### config.mk
export PLATFORM = sky130hd
export DESIGN_NAME = exec_core
export DESIGN_NICKNAME = d
export VERILOG_FILES = /design/src/hw/exec_pkg.sv /design/src/hw/operand_if.sv /design/src/hw/operand_resolve.sv /design/src/hw/exec_core.sv
export SDC_FILE = /design/constraint.sdc
export NUM_CORES = 1
export LEC_CHECK = 0
export BUFFER_PORTS_ARGS = -buffer_cell sky130_fd_sc_hd__buf_4
export CAP_MARGIN = 20
export CORE_ASPECT_RATIO = 1.1
export CORE_MARGIN = 2
export CORE_UTILIZATION = 40
export CTS_BUF_LIST = sky130_fd_sc_hd__clkbuf_8
export DETAILED_ROUTE_END_ITERATION = 7
export GPL_ROUTABILITY_DRIVEN = 0
export PLACE_DENSITY = 0.69
export SKIP_LAST_GASP = 1
export SYNTH_ARGS = -nofsm -noshare
export SYNTH_HDL_FRONTEND = slang
export SYNTH_HIERARCHICAL = 1
export SYNTH_SLANG_ARGS = --single-unit
### constraint.sdc
create_clock -name SYS_CLK -period 3 [get_ports SYS_CLK]
set_input_delay 0.9 -clock SYS_CLK [delete_from_list [all_inputs] [get_ports SYS_CLK]]
set_output_delay 0.9 -clock SYS_CLK [all_outputs]
set_load 0.03 [all_outputs]
### src/hw/exec_pkg.sv
`default_nettype none
package exec_pkg;

	// ----------------------------------------------------------------
	// Widths
	// ----------------------------------------------------------------
	localparam int PC_W   = 21;
	localparam int ADDR_W = 12;

	// ----------------------------------------------------------------
	// Instruction word fields
	// ----------------------------------------------------------------
	localparam int DEST_BIT = 9;
	localparam int ACC_BIT  = 8;
	localparam logic [5:0] ADD_CARRY_PFX = 6'h08;
	localparam logic [5:0] AND_REG_PFX   = 6'h05;
	localparam logic [7:0] AND_LIT_HI    = 8'h0B;
	localparam logic [7:0] BR_CARRY_HI   = 8'hE2;

	// ----------------------------------------------------------------
	// Operand addressing
	// ----------------------------------------------------------------
	localparam logic [7:0] ACCESS_SPLIT = 8'h60;
	localparam logic [7:0] IDX_MAX      = 8'h5F;
	localparam logic [3:0] LOW_BANK     = 4'h0;
	localparam logic [3:0] HIGH_BANK    = 4'hF;

	// ----------------------------------------------------------------
	// Status flag positions
	// ----------------------------------------------------------------
	localparam int FLG_C  = 0;
	localparam int FLG_DC = 1;
	localparam int FLG_Z  = 2;
	localparam int FLG_OV = 3;
	localparam int FLG_N  = 4;

	// ----------------------------------------------------------------
	// Reset values and counts
	// ----------------------------------------------------------------
	localparam logic [7:0]      ACCUM_RST = 8'h00;
	localparam logic [4:0]      FLAGS_RST = 5'h00;
	localparam logic [PC_W-1:0] PC_RST    = 21'h00000;
	localparam logic [15:0]     IR_RST    = 16'h0000;
	localparam logic [PC_W-1:0] PC_STEP   = 21'h00002;
	localparam int              NOP_QUARTERS = 4;

	// ----------------------------------------------------------------
	// Types
	// ----------------------------------------------------------------
	typedef enum logic [3:0] {
		PH_Q1 = 4'h1,
		PH_Q2 = 4'h2,
		PH_Q3 = 4'h4,
		PH_Q4 = 4'h8
	} phase_t;

	typedef enum logic [2:0] {
		OP_NONE = 3'h0,
		OP_ADDC = 3'h1,
		OP_ANDL = 3'h2,
		OP_ANDR = 3'h3,
		OP_BRC  = 3'h4
	} op_t;

endpackage
`default_nettype wire

### src/hw/operand_if.sv
`timescale 1ns/1ps
`default_nettype none
interface operand_if;
	logic        acc_bit;
	logic [7:0]  reg_f;
	logic [3:0]  bank;
	logic        ext_en;
	logic [11:0] base;
	logic [11:0] addr;

	modport req (output acc_bit, output reg_f, output bank, output ext_en,
		output base, input addr);
	modport res (input acc_bit, input reg_f, input bank, input ext_en,
		input base, output addr);
endinterface
`default_nettype wire

### src/hw/operand_resolve.sv
`timescale 1ns/1ps
`default_nettype none
module operand_resolve
	import exec_pkg::*;
(
	operand_if.res opd
);

	always_comb begin
		if (opd.ext_en && !opd.acc_bit && opd.reg_f <= IDX_MAX) begin
			opd.addr = opd.base + {4'h0, opd.reg_f};
		end else if (opd.acc_bit) begin
			opd.addr = {opd.bank, opd.reg_f};
		end else if (opd.reg_f < ACCESS_SPLIT) begin
			opd.addr = {LOW_BANK, opd.reg_f};
		end else begin
			opd.addr = {HIGH_BANK, opd.reg_f};
		end
	end

endmodule
`default_nettype wire

### src/hw/exec_core.sv
`timescale 1ns/1ps
`default_nettype none
module exec_core
	import exec_pkg::*;
(
	// Clock and reset
	input  wire logic                      SYS_CLK,
	input  wire logic                      RST_B,
	// Instruction stream
	input  wire logic [15:0]               INSTR_WORD,
	output logic                           PHASE_Q1,
	output logic [exec_pkg::PC_W-1:0]      PROG_CNT,
	// Addressing controls
	input  wire logic [3:0]                BANK_SELECT_REGISTER,
	input  wire logic                      EXT_SET_EN,
	input  wire logic [exec_pkg::ADDR_W-1:0] INDEX_BASE,
	// Data memory
	output logic [exec_pkg::ADDR_W-1:0]    MEM_ADDR,
	output logic                           MEM_RD_EN,
	input  wire logic [7:0]                MEM_RD_DATA,
	output logic                           MEM_WR_EN,
	output logic [7:0]                     MEM_WR_DATA,
	// Core state
	output logic [7:0]                     ACCUM,
	output logic                           NEGATIVE_FLAG,
	output logic                           SIGNED_RANGE_EXCEEDED_FLAG,
	output logic                           ZERO_FLAG,
	output logic                           HALF_CARRY_FLAG,
	output logic                           CARRY_FLAG,
	output logic                           BRANCH_NOP
);
	import exec_pkg::*;

	// ----------------------------------------------------------------
	// State
	// ----------------------------------------------------------------
	phase_t          phase_ff, nxt_phase;
	op_t             op_ff, nxt_op;
	logic [15:0]     ir_ff, nxt_ir;
	logic [ADDR_W-1:0] addr_ff, nxt_addr;
	logic [7:0]      opnd_ff, nxt_opnd;
	logic [7:0]      res_ff, nxt_res;
	logic [7:0]      accum_ff, nxt_accum;
	logic [4:0]      flags_ff, nxt_flags;
	logic [4:0]      pend_ff, nxt_pend;
	logic [PC_W-1:0] pc_ff, nxt_pc;
	logic            take_ff, nxt_take;
	logic            nop_ff, nxt_nop;

	logic            dest_mem;
	logic            reads_reg;
	logic [8:0]      sum9;
	logic [4:0]      low5;
	logic [PC_W-1:0] br_off;

	operand_if opd ();

	assign opd.acc_bit = INSTR_WORD[ACC_BIT];
	assign opd.reg_f   = INSTR_WORD[7:0];
	assign opd.bank    = BANK_SELECT_REGISTER;
	assign opd.ext_en  = EXT_SET_EN;
	assign opd.base    = INDEX_BASE;

	operand_resolve u_resolve (
		.opd (opd.res)
	);

	function automatic op_t decode(input logic [15:0] w);
		if (w[15:8] == BR_CARRY_HI)
			return OP_BRC;
		else if (w[15:8] == AND_LIT_HI)
			return OP_ANDL;
		else if (w[15:10] == ADD_CARRY_PFX)
			return OP_ADDC;
		else if (w[15:10] == AND_REG_PFX)
			return OP_ANDR;
		else
			return OP_NONE;
	endfunction

	assign reads_reg = (op_ff == OP_ADDC) || (op_ff == OP_ANDR);
	assign dest_mem  = reads_reg && ir_ff[DEST_BIT];
	assign sum9 = {1'b0, accum_ff} + {1'b0, opnd_ff}
		+ {8'h00, flags_ff[FLG_C]};
	assign low5 = {1'b0, accum_ff[3:0]} + {1'b0, opnd_ff[3:0]}
		+ {4'h0, flags_ff[FLG_C]};
	assign br_off = {{12{ir_ff[7]}}, ir_ff[7:0], 1'b0};

	// ----------------------------------------------------------------
	// Next state
	// ----------------------------------------------------------------
	always_comb begin
		nxt_phase = phase_ff;
		nxt_op    = op_ff;
		nxt_ir    = ir_ff;
		nxt_addr  = addr_ff;
		nxt_opnd  = opnd_ff;
		nxt_res   = res_ff;
		nxt_accum = accum_ff;
		nxt_flags = flags_ff;
		nxt_pend  = pend_ff;
		nxt_pc    = pc_ff;
		nxt_take  = take_ff;
		nxt_nop   = nop_ff;
		unique case (phase_ff)
			PH_Q1: begin
				nxt_phase = PH_Q2;
				nxt_ir    = INSTR_WORD;
				nxt_op    = nop_ff ? OP_NONE : decode(INSTR_WORD);
				nxt_addr  = opd.addr;
				nxt_pc    = pc_ff + PC_STEP;
			end
			PH_Q2: begin
				nxt_phase = PH_Q3;
				nxt_opnd  = reads_reg ? MEM_RD_DATA : ir_ff[7:0];
			end
			PH_Q3: begin
				nxt_phase = PH_Q4;
				nxt_pend  = flags_ff;
				nxt_take  = (op_ff == OP_BRC) && flags_ff[FLG_C];
				unique case (op_ff)
					OP_ADDC: begin
						nxt_res = sum9[7:0];
						nxt_pend[FLG_C]  = sum9[8];
						nxt_pend[FLG_DC] = low5[4];
						nxt_pend[FLG_OV] = (accum_ff[7] == opnd_ff[7])
							&& (sum9[7] != accum_ff[7]);
						nxt_pend[FLG_N]  = sum9[7];
						nxt_pend[FLG_Z]  = (sum9[7:0] == 8'h00);
					end
					OP_ANDL, OP_ANDR: begin
						nxt_res = accum_ff & opnd_ff;
						nxt_pend[FLG_N] = accum_ff[7] & opnd_ff[7];
						nxt_pend[FLG_Z] = ((accum_ff & opnd_ff) == 8'h00);
					end
					OP_BRC, OP_NONE: begin
						nxt_res = res_ff;
					end
				endcase
			end
			PH_Q4: begin
				nxt_phase = PH_Q1;
				nxt_nop   = take_ff;
				if (op_ff != OP_BRC && op_ff != OP_NONE)
					nxt_flags = pend_ff;
				if (op_ff != OP_BRC && op_ff != OP_NONE && !dest_mem)
					nxt_accum = res_ff;
				if (take_ff)
					nxt_pc = pc_ff + br_off;
			end
			default: begin
				nxt_phase = PH_Q1;
			end
		endcase
	end

	always_ff @(posedge SYS_CLK or negedge RST_B) begin
		if (!RST_B) begin
			phase_ff <= PH_Q1;
			op_ff    <= OP_NONE;
			ir_ff    <= IR_RST;
			addr_ff  <= '0;
			opnd_ff  <= ACCUM_RST;
			res_ff   <= ACCUM_RST;
			accum_ff <= ACCUM_RST;
			flags_ff <= FLAGS_RST;
			pend_ff  <= FLAGS_RST;
			pc_ff    <= PC_RST;
			take_ff  <= 1'b0;
			nop_ff   <= 1'b0;
		end else begin
			phase_ff <= nxt_phase;
			op_ff    <= nxt_op;
			ir_ff    <= nxt_ir;
			addr_ff  <= nxt_addr;
			opnd_ff  <= nxt_opnd;
			res_ff   <= nxt_res;
			accum_ff <= nxt_accum;
			flags_ff <= nxt_flags;
			pend_ff  <= nxt_pend;
			pc_ff    <= nxt_pc;
			take_ff  <= nxt_take;
			nop_ff   <= nxt_nop;
		end
	end

	// ----------------------------------------------------------------
	// Outputs
	// ----------------------------------------------------------------
	assign PHASE_Q1    = (phase_ff == PH_Q1);
	assign PROG_CNT    = pc_ff;
	assign MEM_ADDR    = addr_ff;
	assign MEM_RD_EN   = (phase_ff == PH_Q2) && reads_reg;
	assign MEM_WR_EN   = (phase_ff == PH_Q4) && dest_mem;
	assign MEM_WR_DATA = res_ff;
	assign ACCUM       = accum_ff;
	assign NEGATIVE_FLAG              = flags_ff[FLG_N];
	assign SIGNED_RANGE_EXCEEDED_FLAG = flags_ff[FLG_OV];
	assign ZERO_FLAG                  = flags_ff[FLG_Z];
	assign HALF_CARRY_FLAG            = flags_ff[FLG_DC];
	assign CARRY_FLAG                 = flags_ff[FLG_C];
	assign BRANCH_NOP                 = nop_ff;
endmodule
`default_nettype wire

==> flow_summary.json, run 1 <==
{
  "drv_slew": 0,
  "cts_buffers": 9,
  "skew_ns": 0.00817,
  "path_buf_inv": 1,
  "die_h_um": 124,
  "synth_edf_count": 0,
  "synthAdderAreaFrac_pct": 7.05,
  "final_layout_size_suffix_gt1_share_pct": 28.8,
  "grt_max_degree": 67,
  "utilization_pct": 50.5,
  "grtUsageMet2_pct": 32.8,
  "grt_pass1_wl_um": 21900,
  "dpl.hpwl_um": 10000,
  "htree_levels": 3,
  "tightest_slew_ns": 0.847,
  "period_share_pct": 93.0,
  "die_x_um": 113,
  "synth-xor-area-share_pct": 4.53,
  "avgSynthCellArea_sq_um": 9.74,
  "synth_warnings": 6,
  "design_area_sq_mm": 0.00641,
  "whs_ns": 0.481,
  "antenna_left": 0,
  "synth_compound_area_share_pct": 16.4,
  "antenna_found_initial": 0,
  "p_leak_uw": 0.00297,
  "hold_viol_final": 0,
  "slowest_delay_ns": 0.47,
  "drtPass1Iterations": 7,
  "synth_nets": 606,
  "irDropWorstVdd_uv": 227,
  "slowest_stage": "dfrtp_2",
  "status": "finished with violations",
  "routedWlPerCell_um": 16.5,
  "diodes": 0,
  "drv_cap": 0,
  "period_needed_ns": 2.79,
  "synth.distinct_cells": 65,
  "io_pins": 101,
  "syn_area_sq_mm": 0.00522,
  "track_usage_pct": 19.5,
  "path_max_fanout": 6,
  "grt_pass1_vias": 4495,
  "start_kind": "flip-flop",
  "cts.clk_slew.worst_paths_ns": 0.09,
  "crit_required_ns": 3.29,
  "fmax_ghz": 0.358,
  "row_count": 43,
  "cts_tree": "yes",
  "failed_checks": "DRC",
  "place_area_sq_mm": 0.00616,
  "wirelength_um": 13200,
  "fillCellCount": 1194,
  "fin_nets": 707,
  "grt.met1_usage_pct": 24.6,
  "power_density_mw_per_mm2": 423,
  "dr.first_iter.drc_count": 312,
  "cts.path.max_buffers": 2,
  "postCtsSetupBuffers": 0,
  "path_cells": "nor4b_4 -> nand2b_1 -> ha_1 -> fa_1 -> a21o_1 -> nor2b_1 -> buf_4 -> nor2_1 -> a21oi_1 -> o41ai_2 -> xor2_1",
  "synthMuxAreaShare_pct": 10.8,
  "die-area_sq_mm": 0.0140,
  "clkLatencyLatePin_ns": 0.36,
  "end_kind": "flip-flop",
  "core_area_sq_mm": 0.0127,
  "gr-max-usage-layer": "met2",
  "vias": 4443,
  "synthFlopType": "dfrtp_1",
  "synthArstFlopShare_pct": 100,
  "grt_util_met3_pct": 5.50,
  "arrival_ns": 3.08,
  "port-buffer-count": 99,
  "hold_class": "flip-flop to flip-flop",
  "cts_root_buffer": "clkbuf_8",
  "drcViolationCount": 4,
  "postSynthCellCount": 536,
  "synth_simple_gate_area_share_pct": 17.6,
  "synth_top_family_by_area": "simple AND/OR/NAND/NOR gates",
  "max_slew_margin_pct": 43.5,
  "ys_seq_area_share_pct": 40.3,
  "grt-ovfl-total": 0,
  "start_util_pct": 41.1,
  "vias_per_cell": 5.56,
  "cpLargestDelayFamily": "simple AND/OR/NAND/NOR gates",
  "area_growth_pct": 22.8,
  "cts.sinks": 84,
  "ys_ff_latch": 84,
  "path_class": "flip-flop to flip-flop",
  "setup_viol": 0
}
-- per-stage QoR --
stage / TNS (ns) / setup slack, ns / cells / power, uW
after floorplan: -0.00167 / -0.00167 / 536 / 1570
after global placement: 0 / 0.159 / 782 / 1780
after detailed placement: 0 / 0.0708 / 782 / 1790
after CTS: 0 / 0.0985 / 798 / 2740
after global routing: -0.00406 / -0.00406 / 799 / 2840
final: 0 / 0.210 / 799 / 2710
-- layout by cell type, fill, tap and decap left out, types with 4 or more instances in the layout --
master and n:
a21o_1 10, a21oi_1 31, a31oi_1 4, and2_1 8
and3_1 6, buf_4 113, clkbuf_8 11, dfrtp_1 82
fa_1 4, ha_1 23, inv_1 15, mux2_2 35
mux2i_1 17, nand2_1 49, nand2b_1 4, nand3_1 15
nand4_1 9, nor2_1 31, nor2b_1 4, nor3_1 13
nor4_1 8, nor4b_1 4, o21a_1 7, o21ai_0 43
xnor2_1 18, xor2_1 9
-- registers in the layout, summed over array words and instances, names as in the netlist --
name	flops
opnd_ff	8
ir_ff	9
take_ff	1
op_ff	3
MEM_ADDR	12
MEM_WR_DATA	8
BRANCH_NOP	1
pend_ff	5
phase_ff	4
ACCUM	8
flags_ff	5
PROG_CNT	20
-- path summary, 6_finish.rpt --
kind,from,endpoint,slack (ns),depth (start not counted)
worst min-delay path,pend_ff[1]$_DFFE_PN0P_,pend_ff[1]$_DFFE_PN0P_,0.48,2
worst max-delay path,phase_ff[1]$_DFF_PN0_,PROG_CNT[17]$_DFFE_PN0P_,0.21,11
min in group asynchronous,RST_B,ACCUM[4]$_DFFE_PN0P_,0.64,1
max in group asynchronous,RST_B,PROG_CNT[13]$_DFFE_PN0P_,1.66,2
worst min register to register,pend_ff[1]$_DFFE_PN0P_,pend_ff[1]$_DFFE_PN0P_,0.48,2
worst max register to register,phase_ff[1]$_DFF_PN0_,PROG_CNT[17]$_DFFE_PN0P_,0.21,11
-- layer usage --
metal  vias up  routed length (um)  part of all wire [%]
met5         -                   0                     0
met4         0                 176                   1.3
met3        19                 993                   7.6
met2       153                6350                    48
met1      2123                5630                    43
li1       2148                   -                     -
-- Yosys cell counts (all sizes together) (6+ instances only) --
library cell / instances / share of area [%]
nor4b: 6 / 1.4
dfrtp: 83 / 40
mux2: 35 / 7.6
nor4: 8 / 0.96
inv: 16 / 1.2
buf: 14 / 1.4
o21ai: 48 / 4.7
xor2: 9 / 1.5
nor3: 14 / 1.3
and2: 8 / 0.96
nand2: 52 / 3.9
nand4: 9 / 1.1
a21oi: 32 / 3.1
clkbuf: 9 / 0.65
ha: 23 / 5.5
xnor2: 18 / 3.0
o21a: 7 / 1.0
nand3: 15 / 1.4
mux2i: 17 / 3.3
nor2: 31 / 2.2
a21o: 10 / 1.4
and3: 6 / 0.72
-- power breakdown --
part	leakage [uW]	switching, uW	internal [uW]	total (uW)
Clock	0.000112	420	516	935
Combinational	0.00178	305	230	535
Sequential	0.00108	49.6	1190	1240
Total	0.00297	774	1930	2710
-- final cells by class --
type / instances / area, sq um / share of cell area (%)
Sequential cell: 84 / 2100 / 32.9
Clock buffer: 11 / 151 / 2.36
Timing Repair Buffer: 113 / 848 / 13.2
Multi-Input combinational cell: 413 / 2960 / 46.2
Inverter: 16 / 60.1 / 0.938
Tap cell: 157 / 196 / 3.07
Clock inverter: 5 / 83.8 / 1.31
-- worst register-to-register path: cells and delay by family (launching register included) --
family,cells,cell delay [ns]
and+or+nand+nor,4,0.67
DFF,1,0.47
xor gates and xnor gates,1,0.18
AOI/OAI and AO/OA,3,0.64
adders and majority gates,2,0.61
buffers and inverters,1,0.14
-- kinds of logic after synthesis --
| logic type | count (synthesis) |
|---|---|
| compound gates | 131 |
| xor+xnor | 27 |
| fa+ha+maj | 27 |
| buf+inv | 39 |
| flops | 84 |
| mux | 52 |
| other cells | 1 |
| simple gates | 175 |
-- repair_timing --
action / in CTS / in global routing
setup endpoints to repair: 0 / 6
gates resized for setup: 0 / 1
hold buffers: 0 / 0
(Power assumes the default switching activity.)
==> run 2, diff against run 1 <==
--- a/config.mk
+++ b/config.mk
@@ -5,6 +5,7 @@
 export SDC_FILE = /design/constraint.sdc
 export NUM_CORES = 1
 export LEC_CHECK = 0
+export ABC_AREA = 1
 export BUFFER_PORTS_ARGS = -buffer_cell sky130_fd_sc_hd__buf_4
 export CAP_MARGIN = 20
 export CORE_ASPECT_RATIO = 1.1
==> run 2 against run 1 <==
- the run now ends clean
- via count rose by 24%
- register-to-register slack better by 0.09 ns
- die area is 8.4% higher
- clock-buffer cell count decreased by 1
- largest power group unchanged
- non-clock buffer count did not move
- worst setup slack improved by 0.087 ns
- clock skew rose by 0.0027 ns
- critical endpoint is now PROG_CNT[20]$_DFFE_PN0P_
- largest cell class unchanged
- wire length up 15%
- critical path type unchanged
- area after synthesis increased by 8.8%
- total power is 5.8% lower
- maximum frequency up 3.2%
- first-iteration DRC count up 21%
==> flow_summary.json, run 2 <==
{
  "yosysTopAreaCell": "dfrtp_1",
  "grt_max_degree": 36,
  "slowest_stage": "dfstp_2",
  "cts.sinks": 84,
  "numPlacedInstances": 1085,
  "ys_seq_area_share_pct": 37.1,
  "syn_area_sq_mm": 0.00568,
  "synth_commonest_cells": "254 x nand2_1, 101 x inv_1, 83 x dfrtp_1, 73 x nor2_1, 49 x o21ai_0",
  "synth.distinct_cells": 44,
  "antenna_left": 0,
  "synthTopCellsByArea": "dfrtp_1 37%, nand2_1 17%, inv_1 6.7%",
  "port-buffer-count": 99,
  "final.setup.tns_ns": 0,
  "fmax_ghz": 0.370,
  "synth_warnings": 6,
  "postSynthCellCount": 804,
  "vias_per_cell": 5.01,
  "irDropWorstVdd_uv": 186,
  "hold_viol_final": 0,
  "skew_ns": 0.0109,
  "multi_input_area_sq_mm": 0.00308,
  "cts.path.max_buffers": 2,
  "cts_tree": "yes",
  "htree_levels": 3,
  "worst_slack_ns": 0.297,
  "grt_pass1_wl_um": 25200,
  "avgSynthCellArea_sq_um": 7.06,
  "period_needed_ns": 2.70,
  "synthArstFlopShare_pct": 100,
  "path_cells": "nor2_4 -> nand2_2 -> nor2_1 -> ha_1 -> nand3_1 -> nand2_1 -> inv_1 -> o21ai_0 -> nand3_1 -> nand2_1 -> nand2_1 -> nand3_1 -> nand2_1 -> nand2_1 -> nand2_1",
  "synth_simple_gate_area_share_pct": 32.8,
  "path_buf_inv": 1,
  "grt-ovfl-total": 0,
  "diodes": 0,
  "synth_nets": 874,
  "power_density_mw_per_mm2": 373,
  "fin_nets": 978,
  "p_leak_uw": 0.00368,
  "ys_ff_latch": 84,
  "synth_compound_area_share_pct": 12.4,
  "final_layout_size_suffix_gt1_share_pct": 17.4,
  "drv_cap": 0,
  "clkLatencyLatePin_ns": 0.37,
  "routedWlPerCell_um": 13.7,
  "cp_common_cell": "nand2_1",
  "antenna_found_initial": 0,
  "grt_util_met3_pct": 3.72,
  "area_growth_pct": 20.5,
  "cpLargestDelayFamily": "simple AND/OR/NAND/NOR gates",
  "cts_root_buffer": "clkbuf_8",
  "dr.first_iter.drc_count": 379,
  "drv_slew": 0,
  "period_share_pct": 90.1,
  "r2r_cells": 15,
  "slowest_delay_ns": 0.56,
  "status": "completed",
  "synthFlopType": "dfrtp_1",
  "drcViolationCount": 0,
  "postCtsSetupBuffers": 0,
  "synthMuxAreaShare_pct": 0.595,
  "final_cell_mix": "254 x nand2_1, 112 x buf_4, 103 x inv_1, 83 x dfrtp_1, 73 x nor2_1",
  "rsz0062_at_grt": "false",
  "final_common_cell": "nand2_1",
  "cts_buffers": 9,
  "die_x_um": 118,
  "fin_cells": 1101,
  "start_kind": "flip-flop",
  "cts.clk_slew.worst_paths_ns": 0.09,
  "cp_num_cells": 15,
  "max_slew_margin_pct": 67.2,
  "die-area_sq_mm": 0.0152,
  "wirelength_um": 15100,
  "fillCellCount": 1441,
  "vias": 5521,
  "start_util_pct": 41.0,
  "synth_top_family_by_area": "simple AND/OR/NAND/NOR gates",
  "path_max_fanout": 9,
  "tightest_slew_ns": 0.487,
  "synth_top_area_share_pct": 36.6,
  "grt.met1_usage_pct": 27.2,
  "synthAdderAreaFrac_pct": 6.48,
  "grt_pass1_vias": 5253,
  "place_ws_ns": 0.343,
  "gr-max-usage-layer": "met2",
  "cts_hold_buf": 0,
  "finalPower_uw": 2550,
  "row_count": 45,
  "dpl.hpwl_um": 11700,
  "seq_area_sq_mm": 0.00210,
  "setup_viol": 0,
  "die_h_um": 129,
  "track_usage_pct": 20.5,
  "core_area_sq_mm": 0.0139,
  "hold_class": "input pin to async pin",
  "largest_register_ffs": 20,
  "grtUsageMet2_pct": 34.0,
  "synth_edf_count": 0,
  "cts-resized-gates": 0,
  "io_pins": 101,
  "arrival_ns": 2.97,
  "end_kind": "flip-flop",
  "synth-xor-area-share_pct": 1.70,
  "synth_most_common_cell": "nand2_1",
  "drtPass1Iterations": 4,
  "crit_required_ns": 3.27,
  "path_class": "flip-flop to flip-flop",
  "regToRegSetupSlack_ns": 0.30
}
==> run 2: cell types whose count changed in the layout (fill, tap and decap cells not counted), sizes merged, moves of 7 or more <==
cell / before / now
xnor2: 18 / 3
nand4: 9 / 20
nand2: 52 / 260
nor4: 8 / 1
inv: 16 / 106
and2: 8 / 0
mux2i: 17 / 0
a41oi: 0 / 10
mux2: 35 / 3
a21o: 10 / 3
o21a: 7 / 0
nand3: 15 / 54
nor2: 31 / 79
==> run 2: worst paths after layout <==
| check | start | to |
|---|---|---|
| hold / removal | RST_B | MEM_ADDR[3]$_DFFE_PN0P_ |
| hold reg to reg | MEM_ADDR[11]$_DFFE_PN0P_ | MEM_ADDR[11]$_DFFE_PN0P_ |
| min in group SYS_CLK | MEM_ADDR[11]$_DFFE_PN0P_ | MEM_ADDR[11]$_DFFE_PN0P_ |
| setup reg to reg | phase_ff[0]$_DFF_PN1_ | PROG_CNT[20]$_DFFE_PN0P_ |
| setup / recovery | phase_ff[0]$_DFF_PN1_ | PROG_CNT[20]$_DFFE_PN0P_ |
| max in group asynchronous | RST_B | phase_ff[0]$_DFF_PN1_ |
==> run 2: power by group <==
part	total, uW	switching, uW	internal, uW
clock	761	443	318
sequential	1240	47.7	1190
combinational	549	336	213
total	2550	827	1720
==> run 2: metrics by stage <==
stage	cell area, sq um	utilization, %	hold WS [ns]
2_1_floorplan	5680	-	0.449
3_3_place_gp	6670	48.1	0.459
6_report	6840	49.4	0.477
4_1_cts	6840	49.4	0.484
5_1_grt	6840	49.4	0.503
3_5_place_dp	6670	48.1	0.464
==> run 2: logic make-up after synthesis <==
kind of cell    Yosys count
simple gates            431
buf+inv                 124
compound gates          123
flops                    84
fa+ha+maj                27
xor+xnor                 11
mux                       3
other cells               1
==> run 2: worst register-to-register path: cells and delay by family, from the launching register on <==
kind	cells	cell delay (ns)
buffers and inverters	1	0.07
adder cells (fa/ha/maj)	1	0.37
AO/OA/AOI/OAI	1	0.41
AND/OR/NAND/NOR	12	1.17
flip-flops	1	0.56
==> run 2: per-layer routing <==
| metal | part of all wire [%] | wire length [um] | vias to the layer above |
|---|---|---|---|
| met1 | 46 | 7000 | 2533 |
| met5 | 0 | 0 | - |
| li1 | - | - | 2824 |
| met4 | 1.6 | 247 | 0 |
| met3 | 5.3 | 806 | 20 |
| met2 | 47 | 7040 | 144 |
==> run 2: layout make-up <==
type                       count  area share [%]
clock inverter                 6           0.494
sequential                    84            30.8
inverter                     104            5.71
multi-input combinational    596            45.0
timing repair buffer         113            12.6
tap                          188            3.44
clock buffer                  10            2.01
